<file path="src/ecs_defines.svh">
// Constants of the exception cause and state save unit
`ifndef ECS_DEFINES_SVH
`define ECS_DEFINES_SVH

// Cause register field positions
`define ECS_CODE_LSB       2
`define ECS_CODE_MSB       6
`define ECS_PEND_LSB       8
`define ECS_PEND_MSB       15
`define ECS_CE_LSB         28
`define ECS_CE_MSB         29
`define ECS_DS_BIT         31
`define ECS_CAUSE_RESET    32'h0000_0000

// Cause codes the hardware raises itself
`define ECS_CODE_INT       5'h00
`define ECS_CODE_TLB_MOD   5'h01
`define ECS_CODE_TLB_LOAD_INVALID      5'h02
`define ECS_CODE_TLB_STORE_INVALID      5'h03
`define ECS_CODE_ADDR_LOAD_FAULT      5'h04
`define ECS_CODE_ADDR_STORE_FAULT      5'h05
`define ECS_CODE_IBUS      5'h06
`define ECS_CODE_DBUS      5'h07
`define ECS_CODE_SYS       5'h08
`define ECS_CODE_BRK       5'h09
`define ECS_CODE_ILL       5'h0A
`define ECS_CODE_CPU       5'h0B
`define ECS_CODE_OVF       5'h0C
// Codes only the refill firmware writes into saved state
`define ECS_CODE_BAD_PT    5'h0D
`define ECS_CODE_PT_MISS   5'h0E
`define ECS_CODE_HW_MAX    5'h0C

// Handler vectors
`define ECS_VEC_BOOT       32'h1FC0_0180
`define ECS_VEC_EXEC       32'h0000_0080

// Old and new state areas in the reserved first RAM frame
`define ECS_RAM_FRAME      32'h2000_0000
`define ECS_INT_OLD        32'h2000_0000
`define ECS_INT_NEW        32'h2000_008C
`define ECS_TLB_OLD        32'h2000_0118
`define ECS_TLB_NEW        32'h2000_01A4
`define ECS_PGM_OLD        32'h2000_0230
`define ECS_PGM_NEW        32'h2000_02BC
`define ECS_SVC_OLD        32'h2000_0348
`define ECS_SVC_NEW        32'h2000_03D4

// State block layout
`define ECS_STATE_WORDS    6'd35
`define ECS_SLOT_CAUSE     6'd1
`define ECS_SLOT_PC        6'd3

// Mode and interrupt-enable stack reset (kernel, interrupts off)
`define ECS_STACK_RESET    6'h00
`define ECS_VM_RESET       3'h0

`endif

</file>
<file path="src/ecs_pkg.sv">
// Types of the exception cause and state save unit
package ecs_pkg;

  // Exception class, selects the state areas
  typedef enum logic [1:0] {
    ECS_CLS_INT = 2'b00,
    ECS_CLS_TLB = 2'b01,
    ECS_CLS_PGM = 2'b10,
    ECS_CLS_SVC = 2'b11
  } ecs_class_t;

  // Save and restore sequencer states
  typedef enum logic [2:0] {
    ECS_ST_IDLE  = 3'b000,
    ECS_ST_FETCH = 3'b001,
    ECS_ST_STORE = 3'b010,
    ECS_ST_LOAD  = 3'b011,
    ECS_ST_DONE  = 3'b100
  } ecs_state_t;

endpackage : ecs_pkg

</file>
<file path="src/ecs_area_map.sv">
// Maps a cause code to its class and to its old and new state areas
`timescale 1ns/1ps
`default_nettype none
`include "ecs_defines.svh"

module ecs_area_map
  import ecs_pkg::*;
(
  // Code in
  input  wire logic [4:0]  code,
  // Class and areas out
  output ecs_class_t       cls,
  output logic      [31:0] old_base,
  output logic      [31:0] new_base
);

  ////////////////////////////////////////////////////////////////////////////
  // Class decode; unknown codes fall into the program trap class
  always_comb begin
    case (code)
      `ECS_CODE_INT:                                cls = ECS_CLS_INT;
      `ECS_CODE_TLB_MOD, `ECS_CODE_TLB_LOAD_INVALID, `ECS_CODE_TLB_STORE_INVALID,
      `ECS_CODE_BAD_PT, `ECS_CODE_PT_MISS:          cls = ECS_CLS_TLB;
      `ECS_CODE_SYS, `ECS_CODE_BRK:                 cls = ECS_CLS_SVC;
      default:                                      cls = ECS_CLS_PGM;
    endcase
  end

  // Area bases per class
  always_comb begin
    case (cls)
      ECS_CLS_INT: begin
        old_base = `ECS_INT_OLD;
        new_base = `ECS_INT_NEW;
      end
      ECS_CLS_TLB: begin
        old_base = `ECS_TLB_OLD;
        new_base = `ECS_TLB_NEW;
      end
      ECS_CLS_PGM: begin
        old_base = `ECS_PGM_OLD;
        new_base = `ECS_PGM_NEW;
      end
      default: begin
        old_base = `ECS_SVC_OLD;
        new_base = `ECS_SVC_NEW;
      end
    endcase
  end

endmodule : ecs_area_map
`default_nettype wire

</file>
<file path="src/ecs_line_prio.sv">
// Picks the pending interrupt line of highest precedence
`timescale 1ns/1ps
`default_nettype none

module ecs_line_prio #(
  parameter int LINES = 8
) (
  // Pending lines in
  input  wire logic [LINES-1:0]         pend,
  // Winner out
  output logic                          any,
  output logic [$clog2(LINES)-1:0]      line
);

  ////////////////////////////////////////////////////////////////////////////
  // Scan from the top so the lowest set line is left standing last
  always_comb begin
    any  = |pend;
    line = '0;
    for (int i = LINES - 1; i >= 0; i--) begin
      if (pend[i]) begin
        line = ($clog2(LINES))'(i);
      end
    end
  end

endmodule : ecs_line_prio
`default_nettype wire

</file>
<file path="src/ecs_cause_unit.sv">
// Exception cause register, entry actions and state save sequencer
`timescale 1ns/1ps
`default_nettype none
`include "ecs_defines.svh"

module ecs_cause_unit
  import ecs_pkg::*;
#(
  parameter int LINES = 8
) (
  // Clock and reset
  input  wire logic              REF_CLK,
  input  wire logic              RST,
  // Interrupt lines from devices
  input  wire logic [LINES-1:0]  IRQ_LINES,
  // Exception request from the pipeline
  input  wire logic              EXC_RAISE,
  input  wire logic [4:0]        EXC_CODE,
  input  wire logic [1:0]        EXC_CPU_NUM,
  input  wire logic              EXC_IN_DELAY,
  input  wire logic [31:0]       EXC_PC,
  input  wire logic              EXC_RETURN,
  input  wire logic              BOOT_VECTOR_SELECT,
  // Cause register access
  input  wire logic              CAUSE_WR_EN,
  input  wire logic [31:0]       CAUSE_WR_DATA,
  output logic      [31:0]       CAUSE_RD_DATA,
  // Mode and translation stacks
  input  wire logic              STACK_WR_EN,
  input  wire logic [5:0]        STACK_WR_DATA,
  input  wire logic [2:0]        VM_WR_DATA,
  output logic      [5:0]        MODE_IRQ_STACK,
  output logic      [2:0]        VM_STACK,
  // Program counter control
  output logic                   PC_LOAD,
  output logic      [31:0]       PC_VALUE,
  output logic      [31:0]       EXCEPTION_RETURN_PC,
  // State word access to the register file
  output logic      [5:0]        STATE_IDX,
  input  wire logic [31:0]       STATE_RD_DATA,
  output logic                   STATE_WR_EN,
  output logic      [31:0]       STATE_WR_DATA,
  // Memory port to the reserved frame
  output logic                   MEM_REQ,
  output logic                   MEM_WE,
  output logic      [31:0]       MEM_ADDR,
  output logic      [31:0]       MEM_WDATA,
  input  wire logic              MEM_READY,
  input  wire logic [31:0]       MEM_RDATA,
  // Status
  output logic                   SEQ_BUSY,
  output logic                   IRQ_ANY,
  output logic      [2:0]        IRQ_TOP_LINE
);

  ////////////////////////////////////////////////////////////////////////////
  // All state of the unit in one record
  typedef struct packed {
    ecs_state_t        st;        // Sequencer state
    logic [LINES-1:0]  sync1;     // First sync stage, read by sync2 only
    logic [LINES-1:0]  sync2;     // Second sync stage
    logic [1:0]        sw_pend;   // Software pending lines 0 and 1
    logic [4:0]        code;      // Cause code field
    logic [1:0]        ce;        // Coprocessor index field
    logic              ds;        // Delay slot flag
    logic [31:0]       exception_return_pc;       // Exception return PC
    logic [5:0]        mode_irq_stack;     // Mode and interrupt-enable stack
    logic [2:0]        vm;        // Translation stack
    ecs_class_t        cls;       // Class of the active exception
    logic [31:0]       old_base;  // Old area of the active class
    logic [31:0]       new_base;  // New area of the active class
    logic [5:0]        idx;       // State word index
    logic              mem_req;
    logic              mem_we;
    logic [31:0]       mem_addr;
    logic [31:0]       mem_wdata;
    logic              st_wr_en;
    logic [31:0]       st_wr_data;
    logic              pc_load;
    logic [31:0]       pc_val;
    logic [31:0]       cause_rd;
    logic              irq_any;
    logic [2:0]        irq_top;
    logic              busy;      // Sequencer active, interrupts held off
  } ecs_regs_t;

  ecs_regs_t             r_reg;      // Registered state
  ecs_regs_t             r_next;     // Next state
  logic [LINES-1:0]      pend;       // Live pending lines
  logic [4:0]            take_code;  // Code of the exception taken now
  ecs_class_t            take_cls;   // Its class
  logic [31:0]           take_old;   // Its old area
  logic [31:0]           take_new;   // Its new area
  logic                  prio_any;   // Some line pending
  logic [2:0]            prio_line;  // Lowest pending line
  logic [31:0]           cause_now;  // Assembled cause word

  ////////////////////////////////////////////////////////////////////////////
  // Helpers

  // Hardware and software requests merge; several lines may stand at once
  assign pend = r_reg.sync2 | {{(LINES-2){1'b0}}, r_reg.sw_pend};

  // Synchronous faults take the code given; a pure interrupt takes code 0.
  // Firmware-only codes are recoded before the class lookup, so the save
  // area always belongs to the code that is recorded
  assign take_code = !EXC_RAISE                     ? `ECS_CODE_INT :
                     (EXC_CODE > `ECS_CODE_HW_MAX) ? `ECS_CODE_ILL :
                     EXC_CODE;

  // Cause word; reserved bits read as zero
  always_comb begin
    cause_now                               = `ECS_CAUSE_RESET;
    cause_now[`ECS_PEND_MSB:`ECS_PEND_LSB]  = pend;
    cause_now[`ECS_CODE_MSB:`ECS_CODE_LSB]  = r_reg.code;
    cause_now[`ECS_CE_MSB:`ECS_CE_LSB]      = r_reg.ce;
    cause_now[`ECS_DS_BIT]                  = r_reg.ds;
  end

  // Class and area lookup for the exception being taken
  ecs_area_map u_area (
    .code     (take_code),
    .cls      (take_cls),
    .old_base (take_old),
    .new_base (take_new)
  );

  // Line precedence for status
  ecs_line_prio #(.LINES(LINES)) u_prio (
    .pend (pend),
    .any  (prio_any),
    .line (prio_line)
  );

  ////////////////////////////////////////////////////////////////////////////
  // Next state
  always_comb begin
    r_next          = r_reg;
    r_next.sync1    = IRQ_LINES;
    r_next.sync2    = r_reg.sync1;
    r_next.pc_load  = 1'b0;
    r_next.st_wr_en = 1'b0;
    r_next.irq_any  = prio_any;
    r_next.irq_top  = prio_line;
    r_next.cause_rd = cause_now;

    // Only the two low pending bits take software writes
    if (CAUSE_WR_EN) begin
      r_next.sw_pend = CAUSE_WR_DATA[`ECS_PEND_LSB+1:`ECS_PEND_LSB];
    end

    // Software reloads the stacks when idle
    if (STACK_WR_EN && r_reg.st == ECS_ST_IDLE) begin
      r_next.mode_irq_stack = STACK_WR_DATA;
      r_next.vm    = VM_WR_DATA;
    end

    case (r_reg.st)
      // Wait for a fault or an enabled interrupt
      ECS_ST_IDLE: begin
        if (EXC_RETURN) begin
          // Pop both stacks on return
          r_next.mode_irq_stack = {r_reg.mode_irq_stack[5:4], r_reg.mode_irq_stack[5:2]};
          r_next.vm    = {r_reg.vm[2], r_reg.vm[2:1]};
        end else if (EXC_RAISE || (prio_any && r_reg.mode_irq_stack[0])) begin
          // Entry changes stacks, return PC, cause code and delay flag, and the coprocessor index on a code 11 fault only
          r_next.mode_irq_stack = {r_reg.mode_irq_stack[3:0], 2'b00};
          r_next.vm    = {r_reg.vm[1:0], 1'b0};
          r_next.exception_return_pc   = EXC_PC;
          // Codes above 12 are firmware only; hardware never raises them
          r_next.code  = (take_code > `ECS_CODE_HW_MAX) ?
                         `ECS_CODE_ILL : take_code;
          if (EXC_RAISE && EXC_CODE == `ECS_CODE_CPU) begin
            r_next.ce  = EXC_CPU_NUM;
          end
          r_next.ds       = EXC_RAISE && EXC_IN_DELAY;
          r_next.cls      = take_cls;
          r_next.old_base = take_old;
          r_next.new_base = take_new;
          // Jump to the handler vector
          r_next.pc_load  = 1'b1;
          r_next.pc_val   = BOOT_VECTOR_SELECT ? `ECS_VEC_BOOT : `ECS_VEC_EXEC;
          r_next.idx      = 6'd0;
          r_next.st       = ECS_ST_FETCH;
        end
      end

      // Present the state word index to the register file
      ECS_ST_FETCH: begin
        r_next.mem_req  = 1'b1;
        r_next.mem_we   = 1'b1;
        r_next.mem_addr = r_reg.old_base + {24'h00_0000, r_reg.idx, 2'b00};
        // Return PC and live cause replace the register file words
        if (r_reg.idx == `ECS_SLOT_PC) begin
          r_next.mem_wdata = r_reg.exception_return_pc;
        end else if (r_reg.idx == `ECS_SLOT_CAUSE) begin
          r_next.mem_wdata = cause_now;
        end else begin
          r_next.mem_wdata = STATE_RD_DATA;
        end
        r_next.st = ECS_ST_STORE;
      end

      // Store one word; all stores finish before any load
      ECS_ST_STORE: begin
        if (MEM_READY) begin
          r_next.mem_req = 1'b0;
          if (r_reg.idx == `ECS_STATE_WORDS - 6'd1) begin
            r_next.idx      = 6'd0;
            r_next.mem_req  = 1'b1;
            r_next.mem_we   = 1'b0;
            r_next.mem_addr = r_reg.new_base;
            r_next.st       = ECS_ST_LOAD;
          end else begin
            r_next.idx = r_reg.idx + 6'd1;
            r_next.st  = ECS_ST_FETCH;
          end
        end
      end

      // Load one word per ready; the PC slot steers the PC
      ECS_ST_LOAD: begin
        if (MEM_READY) begin
          r_next.st_wr_en   = 1'b1;
          r_next.st_wr_data = MEM_RDATA;
          if (r_reg.idx == `ECS_SLOT_PC) begin
            r_next.pc_load = 1'b1;
            r_next.pc_val  = MEM_RDATA;
          end
          if (r_reg.idx == `ECS_STATE_WORDS - 6'd1) begin
            r_next.mem_req = 1'b0;
            r_next.st      = ECS_ST_DONE;
          end else begin
            r_next.idx      = r_reg.idx + 6'd1;
            r_next.mem_addr = r_reg.mem_addr + 32'h0000_0004;
          end
        end
      end

      // One cycle for the last register file write to land
      ECS_ST_DONE: begin
        r_next.st = ECS_ST_IDLE;
      end

      default: begin
        r_next.st = ECS_ST_IDLE;
      end
    endcase
    // Busy is kept as a flop so the status pin is glitch free
    r_next.busy = (r_next.st != ECS_ST_IDLE);
  end

  ////////////////////////////////////////////////////////////////////////////
  // State register; reset values are constants only
  always_ff @(posedge REF_CLK or posedge RST) begin
    if (RST) begin
      r_reg            <= '0;
      r_reg.st         <= ECS_ST_IDLE;
      r_reg.mode_irq_stack      <= `ECS_STACK_RESET;
      r_reg.vm         <= `ECS_VM_RESET;
      r_reg.cause_rd   <= `ECS_CAUSE_RESET;
      r_reg.cls        <= ECS_CLS_INT;
    end else begin
      r_reg <= r_next;
    end
  end

  ////////////////////////////////////////////////////////////////////////////
  // Outputs, all from flops
  assign CAUSE_RD_DATA       = r_reg.cause_rd;
  assign MODE_IRQ_STACK      = r_reg.mode_irq_stack;
  assign VM_STACK            = r_reg.vm;
  assign PC_LOAD             = r_reg.pc_load;
  assign PC_VALUE            = r_reg.pc_val;
  assign EXCEPTION_RETURN_PC = r_reg.exception_return_pc;
  assign STATE_IDX           = r_reg.idx;
  assign STATE_WR_EN         = r_reg.st_wr_en;
  assign STATE_WR_DATA       = r_reg.st_wr_data;
  assign MEM_REQ             = r_reg.mem_req;
  assign MEM_WE              = r_reg.mem_we;
  assign MEM_ADDR            = r_reg.mem_addr;
  assign MEM_WDATA           = r_reg.mem_wdata;
  // Interrupts stay off while a state block moves
  assign SEQ_BUSY            = r_reg.busy;
  assign IRQ_ANY             = r_reg.irq_any;
  assign IRQ_TOP_LINE        = r_reg.irq_top;

endmodule : ecs_cause_unit
`default_nettype wire

</file>
<file path="config.mk">
export PLATFORM = sky130hd
export DESIGN_NAME = ecs_cause_unit
export DESIGN_NICKNAME = d
export VERILOG_FILES = /design/src/ecs_pkg.sv /design/src/ecs_area_map.sv /design/src/ecs_line_prio.sv /design/src/ecs_cause_unit.sv
export VERILOG_INCLUDE_DIRS = /design/src /design/src/src
export SDC_FILE = /design/constraint.sdc
export NUM_CORES = 1
export LEC_CHECK = 0
export BUFFER_PORTS_ARGS = -buffer_cell sky130_fd_sc_hd__buf_2
export CAP_MARGIN = 10
export CORE_ASPECT_RATIO = 1.25
export CORE_MARGIN = 10
export CORE_UTILIZATION = 50
export CTS_CLUSTER_DIAMETER = 30
export DETAILED_ROUTE_END_ITERATION = 10
export PLACE_DENSITY = 0.89
export SETUP_SLACK_MARGIN = 0.15
export SYNTH_ARGS = -nofsm -noshare
export SYNTH_HDL_FRONTEND = slang
export SYNTH_SLANG_ARGS = --single-unit
</file>
<file path="constraint.sdc">
create_clock -name REF_CLK -period 13.79 [get_ports REF_CLK]
set_input_delay 1.379 -clock REF_CLK [delete_from_list [all_inputs] [get_ports REF_CLK]]
set_output_delay 1.379 -clock REF_CLK [all_outputs]
set_load 0.05 [all_outputs]
</file>
==> summary.txt <==
htree depth - 2
DRC - 0
worst setup margin - 10.44 ns
CORE AREA - 23000 µm²
dpl ws - 10.30 ns
peak supply drop - 207 µV
asr flop ratio synth - 1.00
post-synthesis cell type count - 64
via count - 9452
Setup CP Type - reg -> reg
Net Sw Power - 1.74 mW
crit-path max cell delay - 0.77 ns
Rel. slew slack - 0.227
Critical Path, Cell by Cell - nor4_2 -> nand2_1 -> nor2_2 -> o21bai_2 -> buf_4 -> a221o_1
Worst Path Max Fanout - 33
power per cell area - 269 nW/µm²
register-to-register setup slack - 10.44 ns
hold-fix buffers at CTS - 0
row cnt - 62
slowest cell on the critical path - nor2_2
I/O pin count - 377
Chip Width - 157 µm
Initial Util - 0.510
number of buffers created by CTS - 40
Hold EP - r_reg[292]$_DFF_PP0_
root buf cell - clkbuf_16
count of final max-slew check failures - 0
min Tclk post-route - 3.35 ns
outcome - finished clean
crit path buf inv count - 1
fin crit share - 0.243
Reg clk slew, reported paths - 0.06 ns
Most used DFF post-synth - dfrtp_1
fin nets - 1543
Crit Reg-Reg Endpoint - PC_VALUE[27]$_DFFE_PP0P_
post-layout util - 0.584
Max Root-Sink Buffers - 3
register bit count reported by yosys - 234
HP Class - reg -> reg
hold depth - 0
sequential area share after synthesis - 0.498
part of the power in the clock network - 0.260
initial antenna violation count - 3
remaining global-route overflow - 0
critical path required time - 14.16 ns
R2R depth - 6
Die H - 191 µm
WL final - 33900 µm
first-pass GRT wire length - 52000 µm
CTS tree - done
synth warn - 0
Total GRT Usage - 0.215
Worst EP arrival - 3.72 ns
setup TNS - 0 ns
Layout area overhead - 14.3%
sw frac - 0.480
port buffer count - 328
Setup crit end kind - flop
critical path launch point type - flop
Largest delay share family, worst path - simple AND/OR/NAND/NOR gates
Final ANT Viol Nets - 0
mapped cell area - 11800 µm²
Max Cap Viol - 0
hpwl dp - 24200 µm
leakage - 6.96 nW
Slew @ Worst Pin - 1.15 ns
Max Fclk - 0.299 GHz
RSZ-0062 raised after global routing - no
Clock Latency Late Sink - 0.51 ns
1st-iter DRT viols - 563
Final Hold Fails - 0
Synth Instances - 1235
die area - 30100 µm²
syn avg cell area - 9.52 µm²
worst r2r src - STATE_IDX[2]$_DFFE_PP0P_
final setup vio count - 0
Seq pwr share - 0.300
Pint - 1.88 mW
Setup Buffers After CTS - 0
number of flops mapped to enable cells by yosys - 0
drt pass-1 iters - 5
pin count of the biggest net entering global routing - 85
Placer Congestion - 0.866
wire per inst - 20.1 µm
clk_skew - 0.0232 ns
vias in the first global route - 9522
Logic pwr share - 0.440
vias per cell - 5.60
layout cells sized above 1 - 0.306
CTS sink cnt - 234
post-cts sizing count - 0
startpoint of the worst hold path - r_next[292]$_DFF_PP0_
[Yosys cell counts (16+ instances only)]
master / instances / area share
nand2_1: 280 / 0.089
a22oi_1: 21 / 0.013
o31ai_1: 16 / 0.010
mux2i_1: 16 / 0.014
dfrtp_1: 234 / 0.50
clkbuf_1: 41 / 0.013
nand3_1: 21 / 0.0089
a21oi_1: 40 / 0.017
buf_4: 213 / 0.14
inv_1: 21 / 0.0067
a21o_1: 18 / 0.011
nor2_1: 32 / 0.010
a32o_1: 24 / 0.020
or3_1: 16 / 0.0085
o21ai_0: 79 / 0.034
[area by class of cell]
type / instances / area [µm²]
Clock buffer: 48 / 1080
Fill cell: 1872 / 9600
Timing Repair Buffer: 341 / 1740
Clock inverter: 23 / 211
Antenna cell: 1 / 2.50
Sequential cell: 234 / 5860
Tap cell: 288 / 360
Multi-Input combinational cell: 732 / 4110
Inverter: 21 / 86.3
[power by group through the flow]
stage                     clock [mW]  combinational, mW  sequential (mW)
after floorplan                    0               1.48             1.04
after global placement             0               1.56             1.07
after detailed placement           0               1.59             1.09
after CTS                      0.954               1.60             1.08
after global routing           0.988               1.70             1.11
final                          0.942               1.59             1.09
[worst max path at each step]
stage | startpoint | end | slack (ns) | cells after the start
finish | STATE_IDX[2]$_DFFE_PP0P_ | PC_VALUE[27]$_DFFE_PP0P_ | 10.44 | 6
global route | STATE_IDX[2]$_DFFE_PP0P_ | PC_VALUE[26]$_DFFE_PP0P_ | 10.25 | 6
CTS | STATE_IDX[2]$_DFFE_PP0P_ | PC_VALUE[27]$_DFFE_PP0P_ | 10.50 | 6
detailed placement | EXC_RETURN | cause_now[3]$_DFFE_PP0P_ | 10.30 | 8
global placement | EXC_RETURN | cause_now[3]$_DFFE_PP0P_ | 10.27 | 8
floorplan | RST | CAUSE_RD_DATA[10]$_DFF_PP0_ | 5.99 | 1
[routing by layer]
layer,track usage,part of all wire
met1,0.253,0.37
met3,0.0668,0.10
met2,0.359,0.49
met4,0.0847,0.035
met5,0,0.00062
[cell families after synthesis]
group           after synthesis  synth area share
simple gates                416             0.156
buf+inv                     286             0.160
compound gates              261             0.151
flops                       234             0.498
mux                          20            0.0174
fa+ha+maj                    12            0.0134
xor+xnor                      5           0.00372
other cells                   1          0.000319
[cell usage in the layout, fill, tap and decap left out, drive strengths merged, types with 11 or more instances in the layout]
| cell type | instances |
|---|---|
| a21o | 18 |
| a21oi | 40 |
| a22oi | 21 |
| a32o | 24 |
| buf | 341 |
| clkbuf | 48 |
| clkinv | 13 |
| conb | 18 |
| dfrtp | 234 |
| ha | 11 |
| inv | 25 |
| mux2i | 16 |
| nand2 | 280 |
| nand3 | 21 |
| nor2 | 33 |
| o21ai | 80 |
| o31ai | 16 |
| or3 | 17 |
[stage by stage]
step           power [mW]  hold slack [ns]  instance area (µm²)  instances
3_5_place_dp         2.68            0.335                12100       1616
2_1_floorplan        2.52            0.331                11800       1252
6_report             3.62            0.344                13400       1688
5_1_grt              3.80            0.350                13400       1688
4_1_cts              3.64            0.347                13400       1687
3_3_place_gp         2.63            0.332                12100       1616
Note: power is estimated with default switching activity, not from simulation.
